**config.mk**
```make
export PLATFORM = sky130hd
export DESIGN_NAME = cati_aux_io
export DESIGN_NICKNAME = d
export VERILOG_FILES = /design/src/rtl/cati_pkg.sv /design/src/rtl/cati_aux_io.sv
export VERILOG_INCLUDE_DIRS = /design/src /design/src/rtl
export SDC_FILE = /design/constraint.sdc
export NUM_CORES = 1
export LEC_CHECK = 0
export ABC_AREA = 1
export BUFFER_PORTS_ARGS = -buffer_cell sky130_fd_sc_hd__buf_2
export CAP_MARGIN = 40
export CORE_MARGIN = 4
export CORE_UTILIZATION = 49
export DETAILED_ROUTE_END_ITERATION = 8
export GPL_TIMING_DRIVEN = 0
export PLACE_DENSITY_LB_ADDON = 0.15
export SETUP_SLACK_MARGIN = 0.3
export SLEW_MARGIN = 20
export SYNTH_ARGS = -nofsm -noshare
export SYNTH_HDL_FRONTEND = slang
export SYNTH_SLANG_ARGS = --single-unit
```
**constraint.sdc**
```tcl
create_clock -name clk_in -period 1.2 [get_ports clk_in]
set_input_delay 0.36 -clock clk_in [delete_from_list [all_inputs] [get_ports clk_in]]
set_output_delay 0.36 -clock clk_in [all_outputs]
set_load 0.02 [all_outputs]
```
**src/rtl/cati_defs.svh**
```systemverilog
// Timing constants for the camera auxiliary trigger block
`ifndef CATI_DEFS_SVH
`define CATI_DEFS_SVH

`define CATI_CLK_MHZ        25
`define CATI_ECHO_US        6
`define CATI_ECHO_CYCLES    (`CATI_ECHO_US * `CATI_CLK_MHZ)

`endif

```
**src/rtl/cati_pkg.sv**
```systemverilog
// Types for the camera auxiliary trigger block
package cati_pkg;
    typedef enum logic [0:0] {
        CATI_ECHO_IDLE,
        CATI_ECHO_HIGH
    } cati_echo_state_t;
endpackage

```
**src/rtl/cati_aux_io.sv**
```systemverilog
// Camera auxiliary port trigger input and timing output logic
// What this block does
// Single-ended trigger falling edge starts exposure; rising edge does nothing.
// Differential trigger falling edge (p minus n) also starts exposure.
// Every external trigger start emits a 6 us positive echo pulse; a start during a pulse restarts its 6 us count instead.
// Echo pulse launches at the trigger's high-to-low transition.
// Strobe high exactly while sensor exposes in continuous overlapped mode.
// Line-valid high through the valid part of each line.
// Line-valid low in gaps between lines and frames.
// Frame-valid high over active lines, low between frames.
// Both triggers are synchronised; a fall on either, or on both in the same cycle, gives one event.
// Trigger source idles high and gives one clean fall per request.
`include "cati_defs.svh"
`timescale 1ns/10ps
`default_nettype none

// Two-flop synchroniser with a chosen reset level
module cati_sync2 #(
    parameter logic RST_VAL = 1'b1
) (
    input  wire logic clk_in,
    input  wire logic sys_rst_in,
    input  wire logic pin_in,
    output logic      sync_out
);

    logic meta_r;

    always_ff @(posedge clk_in or posedge sys_rst_in) begin
        if (sys_rst_in) begin
            meta_r   <= RST_VAL;
            sync_out <= RST_VAL;
        end else begin
            meta_r   <= pin_in;
            sync_out <= meta_r;
        end
    end

endmodule

// Falling-edge detector on a synchronised level
module cati_fall_det (
    input  wire logic clk_in,
    input  wire logic sys_rst_in,
    input  wire logic level_in,
    output logic      fall_out
);

    logic prev_r;

    // Resets high so an idle-high line gives no false edge
    always_ff @(posedge clk_in or posedge sys_rst_in) begin
        if (sys_rst_in) begin
            prev_r <= 1'b1;
        end else begin
            prev_r <= level_in;
        end
    end

    always_comb begin
        fall_out = prev_r & ~level_in;
    end

endmodule

module cati_aux_io #(
    parameter int ECHO_CYCLES = `CATI_ECHO_CYCLES
) (
    input  wire logic clk_in,
    input  wire logic sys_rst_in,
    input  wire logic trig_se_in,
    input  wire logic trig_diff_p_in,
    input  wire logic trig_diff_n_in,
    input  wire logic overlap_mode_in,
    input  wire logic sensor_exposing_in,
    input  wire logic line_active_in,
    input  wire logic frame_active_in,
    output logic      exposure_start_out,
    output logic      trigger_echo_out,
    output logic      strobe_out,
    output logic      line_valid_out,
    output logic      frame_valid_out
);

    localparam int CW = $clog2(ECHO_CYCLES + 1);

    localparam logic SE_IDLE = 1'b1;
    localparam logic P_IDLE  = 1'b1;
    localparam logic N_IDLE  = 1'b0;

    // Counter needs at least one cycle of pulse
    if (ECHO_CYCLES < 1) begin : g_bad_echo
        $error("ECHO_CYCLES must be at least 1");
    end

    logic                       se_sync;
    logic                       p_sync;
    logic                       n_sync;
    logic                       df_level;
    logic                       se_fall;
    logic                       df_fall;
    logic                       fall_nxt;
    logic [CW-1:0]              echo_cnt_r;
    cati_pkg::cati_echo_state_t echo_state_r;

    // Each pin passes two flops before any logic reads it
    cati_sync2 #(
        .RST_VAL (SE_IDLE)
    ) i_se_sync (
        .clk_in     (clk_in),
        .sys_rst_in (sys_rst_in),
        .pin_in     (trig_se_in),
        .sync_out   (se_sync)
    );

    cati_sync2 #(
        .RST_VAL (P_IDLE)
    ) i_p_sync (
        .clk_in     (clk_in),
        .sys_rst_in (sys_rst_in),
        .pin_in     (trig_diff_p_in),
        .sync_out   (p_sync)
    );

    cati_sync2 #(
        .RST_VAL (N_IDLE)
    ) i_n_sync (
        .clk_in     (clk_in),
        .sys_rst_in (sys_rst_in),
        .pin_in     (trig_diff_n_in),
        .sync_out   (n_sync)
    );

    // Differential level is high only while p is high and n low
    always_comb begin
        df_level = p_sync & ~n_sync;
    end

    // Falling edges only; rising edges give nothing
    cati_fall_det i_se_fall (
        .clk_in     (clk_in),
        .sys_rst_in (sys_rst_in),
        .level_in   (se_sync),
        .fall_out   (se_fall)
    );

    cati_fall_det i_df_fall (
        .clk_in     (clk_in),
        .sys_rst_in (sys_rst_in),
        .level_in   (df_level),
        .fall_out   (df_fall)
    );

    // Simultaneous falls on both inputs give one event
    always_comb begin
        fall_nxt = se_fall | df_fall;
    end

    always_ff @(posedge clk_in or posedge sys_rst_in) begin
        if (sys_rst_in) begin
            exposure_start_out <= 1'b0;
        end else begin
            exposure_start_out <= fall_nxt;
        end
    end

    // Echo pulse; a new fall during the pulse restarts it
    always_ff @(posedge clk_in or posedge sys_rst_in) begin
        if (sys_rst_in) begin
            echo_state_r     <= cati_pkg::CATI_ECHO_IDLE;
            echo_cnt_r       <= '0;
            trigger_echo_out <= 1'b0;
        end else begin
            case (echo_state_r)
                cati_pkg::CATI_ECHO_IDLE: begin
                    if (fall_nxt) begin
                        echo_state_r     <= cati_pkg::CATI_ECHO_HIGH;
                        echo_cnt_r       <= CW'(ECHO_CYCLES - 1);
                        trigger_echo_out <= 1'b1;
                    end
                end
                cati_pkg::CATI_ECHO_HIGH: begin
                    if (fall_nxt) begin
                        echo_cnt_r <= CW'(ECHO_CYCLES - 1);
                    end else if (echo_cnt_r == '0) begin
                        echo_state_r     <= cati_pkg::CATI_ECHO_IDLE;
                        trigger_echo_out <= 1'b0;
                    end else begin
                        echo_cnt_r <= echo_cnt_r - 1'b1;
                    end
                end
                default: begin
                    echo_state_r     <= cati_pkg::CATI_ECHO_IDLE;
                    trigger_echo_out <= 1'b0;
                end
            endcase
        end
    end

    // Strobe follows actual exposure in overlapped mode only
    always_ff @(posedge clk_in or posedge sys_rst_in) begin
        if (sys_rst_in) begin
            strobe_out <= 1'b0;
        end else begin
            strobe_out <= overlap_mode_in & sensor_exposing_in;
        end
    end

    // Line and frame valid; line valid forced low outside a frame
    always_ff @(posedge clk_in or posedge sys_rst_in) begin
        if (sys_rst_in) begin
            line_valid_out  <= 1'b0;
            frame_valid_out <= 1'b0;
        end else begin
            line_valid_out  <= line_active_in & frame_active_in;
            frame_valid_out <= frame_active_in;
        end
    end

endmodule

`default_nettype wire

```
* Word-level counts from Yosys, hierarchy flattened
Cells that the tools add are included.
** Storage, ports and cells
- Flip-flop bits (word level) :: 22
- Logic and storage cells :: 45
** Operators by class
- Add/subtract/negate cells :: 1
- Eq/ne operators :: 4
- Multiplexer cells :: 12
- Bitwise gates (word level) :: 10
- Reduce and logical (&&, ||, !) cells :: 3
** Operator list (count)
- 2-to-1 mux 8 bit :: 3
- case mux 8 bit (2 select lines) :: 1
- zero test 8 bit :: 1
- subtractor 8 x 1 -> 8 bit (second input constant) :: 1
- 2-to-1 mux 1 bit :: 6
- AND 1 bit :: 5
- != test 2 bit (second input constant) :: 2
- NOT 1 bit :: 4
- case mux 1 bit (2 select lines) :: 2
- != test 3 bit (second input constant) :: 1
- AND reduction 3 bit :: 1
- != test 2 x 1 -> 1 bit (second input constant) :: 1
- AND reduction 2 bit :: 1
- bitwise OR 1 bit :: 1

* Logic depth before layout (Yosys ltp)
- Word-level depth :: 7
- Gate-level depth with buffers :: 9
- Gate-level depth less buffers :: 9

* Modules after synthesis
From an unflattened synthesis, not the netlist that was laid out.
** Second synthesis, totals
- Cells, all modules :: 115
- Area total of the unflattened synthesis :: 1018.5 um^2
** Modules (own cells, without submodules)
- cati_aux_io :: times used 1, cells an instance 98, area each 772.0 um^2, sequential area each 350.3 um^2
- cati_sync2 at i_p_sync ... :: times used 2, cells an instance 3, area each 56.3 um^2, sequential area each 52.6 um^2
- cati_fall_det :: times used 2, cells an instance 4, area each 40.0 um^2, sequential area each 26.3 um^2
- cati_sync2 at i_n_sync :: times used 1, cells an instance 3, area each 53.8 um^2, sequential area each 50.0 um^2

* Worst setup path before layout
No wires, ideal clock.
- Path type :: reg-to-reg
- Start :: register echo_cnt_r[0]
- End :: register echo_cnt_r[6]
- Setup time :: 0.118 ns
- Data arrival time :: 1.164 ns
- Data required time :: 1.082 ns
- Path slack :: -0.081 ns
- Stages on the path, launching flop included :: 8
- Buffers on the path :: 0
- Period minus slack after synthesis :: 1.281 ns
- Cell sequence :: dfrtp_1 -> inv_1 -> ha_1 -> nand2_1 -> o21ai_4 -> nand2_4 -> nand3_1 -> nand2_1
** On the way
- Longest elaborated chain between the ends :: 4
** RTL lines
- start, declared :: line cati_aux_io.sv:103 : logic [CW-1:0] echo_cnt_r;
- start signal, assigned :: line cati_aux_io.sv:178 : echo_cnt_r <= CW'(ECHO_CYCLES - 1);
- start signal, assigned :: line cati_aux_io.sv:184 : echo_cnt_r <= CW'(ECHO_CYCLES - 1);
- start signal, assigned :: line cati_aux_io.sv:189 : echo_cnt_r <= echo_cnt_r - 1'b1;
- subtractor 8 x 1 -> 8 bit :: line cati_aux_io.sv:189
- 2-to-1 mux 8 bit :: line cati_aux_io.sv:185 : end else if (echo_cnt_r == '0) begin
- 2-to-1 mux 8 bit :: line cati_aux_io.sv:183 : if (fall_nxt) begin
- case mux 8 bit (2 select lines) :: line cati_aux_io.sv:174 : case (echo_state_r)
Several ways; a longest one is shown, not always the timed one. The select of a mux whose other input is x is not followed.
A chain may end at the register's enable or synchronous reset.

* Worst setup path in the final report
- Start :: register echo_cnt_r[3]
- End :: register echo_cnt_r[4]
The elaborated chain is that of the path after synthesis.

==> key figures <==
Run status
  – Status: finished with violations
  – Failing checks: negative setup slack

Power and ir drop
  – Peak supply drop: 1030 uV
  – Clock Power Share: 23.8%
  – Combinational Power Share: 33.7%
  – Total leakage power: 0.000678 uW
  – Tot Pwr: 2330 uW
  – Net Sw Frac: 32.9%
  – Power Density: 1810 nW/um^2
  – Seq pwr share: 42.5%
  – Total internal power: 1570 uW
  – Psw: 768 uW

Routing
  – DRC: 0
  – Post-DRT Antenna Nets: 0
  – Routed WL: 1870 microns
  – Detailed-router iteration count before antenna repair: 4
  – Vias: 777
  – Vias per cell: 4.86
  – First DRT Iteration DRCs: 10
  – Drt wl/cell: 11.7 microns

Synth
  – Synth Area in Adders: 2.58%
  – Largest family of logic cells by synthesized area: simple AND/OR/NAND/NOR gates
  – Synth area leaders: dfrtp_1, dfstp_2, nand2_1
  – Syn nets: 119
  – Commonest cells in the netlist: nand2_1, inv_1, dfrtp_1, nand3_1, nor2_1
  – Avg Cell Area, Syn: 8.99 sq um
  – Number of synthesized flops with an enable pin: 0
  – Top-count cell post-synth: nand2_1
  – Mux share of post-synthesis cell area: 0%
  – Simple-gate share of the synthesized area: 27.8%
  – Post-synthesis xor/xnor area fraction: 0%
  – Register area share after synthesis: 57.5%
  – Synthesis-stage register bit count: 22
  – Share of the synthesized area in the top cell type: 41.2%
  – Mapped cell area: 971 sq um
  – YS warnings: 0
  – Yosys cell types: 19
  – Async SR Flop Fraction: 100%
  – Dominant synthesized flop cell: dfrtp_1
  – Syn Inst Count: 108
  – Complex-gate fraction of the synthesized area: 4.64%
  – Post-synth top area cell: dfrtp_1

Floorplan
  – Die Area: 2760 sq um
  – Rows: 15
  – Core area: 1800 sq um
  – Die H: 52.5 microns
  – Die X: 52.5 microns
  – Num ports: 14
  – Initial Util: 53.9%

Global routing
  – Antenna violations before repair: 0
  – First-pass GRT wire length: 3200 microns
  – Largest net degree at the start of global routing: 23
  – Vias in the first global route: 743
  – Total grt overflow: 0
  – Total GRT Usage: 16.0%

Cells and area
  – Layout Area Growth over Synthesis: 32.9%
  – Antenna cells: 0
  – Fillers: 153
  – Fin cells: 160
  – Multi-input gate area: 393 sq um
  – Final instance area: 1290 sq um
  – Ratio of cells with drive above 1 in the final layout: 40.7%
  – Post-layout net count: 147
  – FF+latch area: 559 sq um

Timing
  – Setup TNS Final: -1.00 ns
  – Worst-margin pin slew: 0.236 ns
  – Max-slew headroom: 84.2%
  – Setup Skew: 0.00893 ns
  – Hold Vio Cnt, Final: 0
  – RSZ-0062 raised after global routing: true
  – Min cycle time layout: 1.33 ns
  – F_max: 0.752 GHz
  – # setup viols final: 11
  – Crit share post-route: 111%
  – Final Max Tran Viols: 0
  – Final worst setup slack: -0.131 ns

Setup path
  – FF-to-FF Start: echo_cnt_r[3]
  – Reg2reg setup slack: -0.13 ns
  – Critical path launch point type: flip-flop
  – CP required: 1.39 ns
  – RR Endpoint: echo_cnt_r[4]
  – Worst setup path startpoint: echo_cnt_r[3]
  – Arrival time at the worst endpoint: 1.52 ns
  – Worst setup path class: flip-flop to flip-flop
  – Critical Path End: echo_cnt_r[4]
  – Crit path capture type: flip-flop
  – Crit-path max FO: 8
  – R2R depth: 6

Min path
  – Worst Hold Class: input port to flip-flop
  – Hold path startpoint: trig_se_in

Placed design
  – Placed cells: 146
  – DP Worst Slack: -0.169 ns
  – Area after DPL: 1090 sq um
  – GP Congestion: 0.844
  – Post-DP HPWL: 1230 microns
  – Port bufs: 13

Flow run
  – Max_cap viols: 0

Clock tree
  – CTS buffer count: 3
  – H-tree Lvls: 1
  – Clk root buf: clkbuf_4
  – Sink Count: 22
  – Clk buf depth: 2
  – CTS tree: done
  – Worst-Skew Late Latency: 0.30 ns
  – Reg clk slew, reported paths: 0.13 ns
-- worst min-delay path by stage --
stage | to | depth (start not counted)
after detailed placement | i_n_sync.sync_out | 0
final | i_se_sync.meta_r | 1
after CTS | i_se_sync.meta_r | 1
after floorplan | i_n_sync.sync_out | 0
after global placement | i_n_sync.sync_out | 0
after global routing | i_se_sync.meta_r | 1
-- layout make-up --
| cell class | count | area share, % |
|---|---|---|
| clock inverters | 1 | 2.33 |
| inverters | 18 | 5.24 |
| clock buffers | 3 | 1.75 |
| plain buffers | 1 | 0.388 |
| flip-flops and latches | 22 | 43.4 |
| repair buffers | 23 | 14.1 |
| multi-input cells | 67 | 30.5 |
| well taps | 25 | 2.42 |
-- per-stage QoR --
step,utilization (%),hold slack [ns]
detailed placement,60.5,0.339
floorplan,-,0.331
CTS,67.6,0.139
global route,71.6,0.121
global placement,60.5,0.334
finish,71.6,0.151
-- cells by family after synthesis --
group / Yosys count
AOI/OAI and AO/OA: 6
adders and majority gates: 2
buffers and inverters: 19
DFF: 22
and+or+nand+nor: 59
-- power groups by stage --
stage | clock network, uW | logic, uW | registers (uW)
CTS | 570 | 667 | 985
global route | 603 | 897 | 1000
detailed placement | 0 | 587 | 991
global placement | 0 | 569 | 981
floorplan | 0 | 448 | 993
finish | 555 | 786 | 992
-- cell usage in the layout, fill, tap and decap left out --
cell type,count
a31oi_1,1
o21a_1,1
dfrtp_2,1
inv_2,3
buf_2,9
bufinv_16,1
ha_4,1
buf_6,5
nor2_1,5
nor2_2,3
nand4_1,5
nand3_1,10
dfrtp_1,15
dfstp_2,6
nand2_4,2
buf_4,8
ha_2,1
nor2_4,2
dlygate4sd3_1,1
clkbuf_4,3
a21oi_1,1
nand2_2,7
inv_1,15
buf_8,1
nand3_2,1
nand2_1,24
o21ai_4,1
o21ai_1,2
-- state kept, by name, summed over array words and instances (netlist names) --
signal / count
echo_cnt_r: 8
i_n_sync.meta_r: 1
i_p_sync.sync_out: 1
i_df_fall.prev_r: 1
i_se_sync.meta_r: 1
echo_state_r: 1
trigger_echo_out: 1
i_se_sync.sync_out: 1
i_n_sync.sync_out: 1
exposure_start_out: 1
i_se_fall.prev_r: 1
i_p_sync.meta_r: 1
line_valid_out: 1
frame_valid_out: 1
strobe_out: 1
-- what timing repair did --
item	CTS	global route
pin swaps	4	6
hold buffers	0	1
gates resized for setup	12	9
hold endpoints to repair	0	1
setup endpoints to repair	15	16
setup buffers	5	3
-- critical path, cell delays in order (launching register included) --
cell and delay (ns):
dfrtp_2 0.46, nor2_4 0.17, nand2_2 0.08, o21ai_4 0.25, nand2_4 0.13, nand2_2 0.07, o21ai_1 0.06
-- routing by layer --
metal	track usage [%]	routed length, microns
met1	18.7	795
met2	28.5	973
met3	3.70	70
met4	5.11	26
met5	0	0
Power figures use the tool's default switching activity.
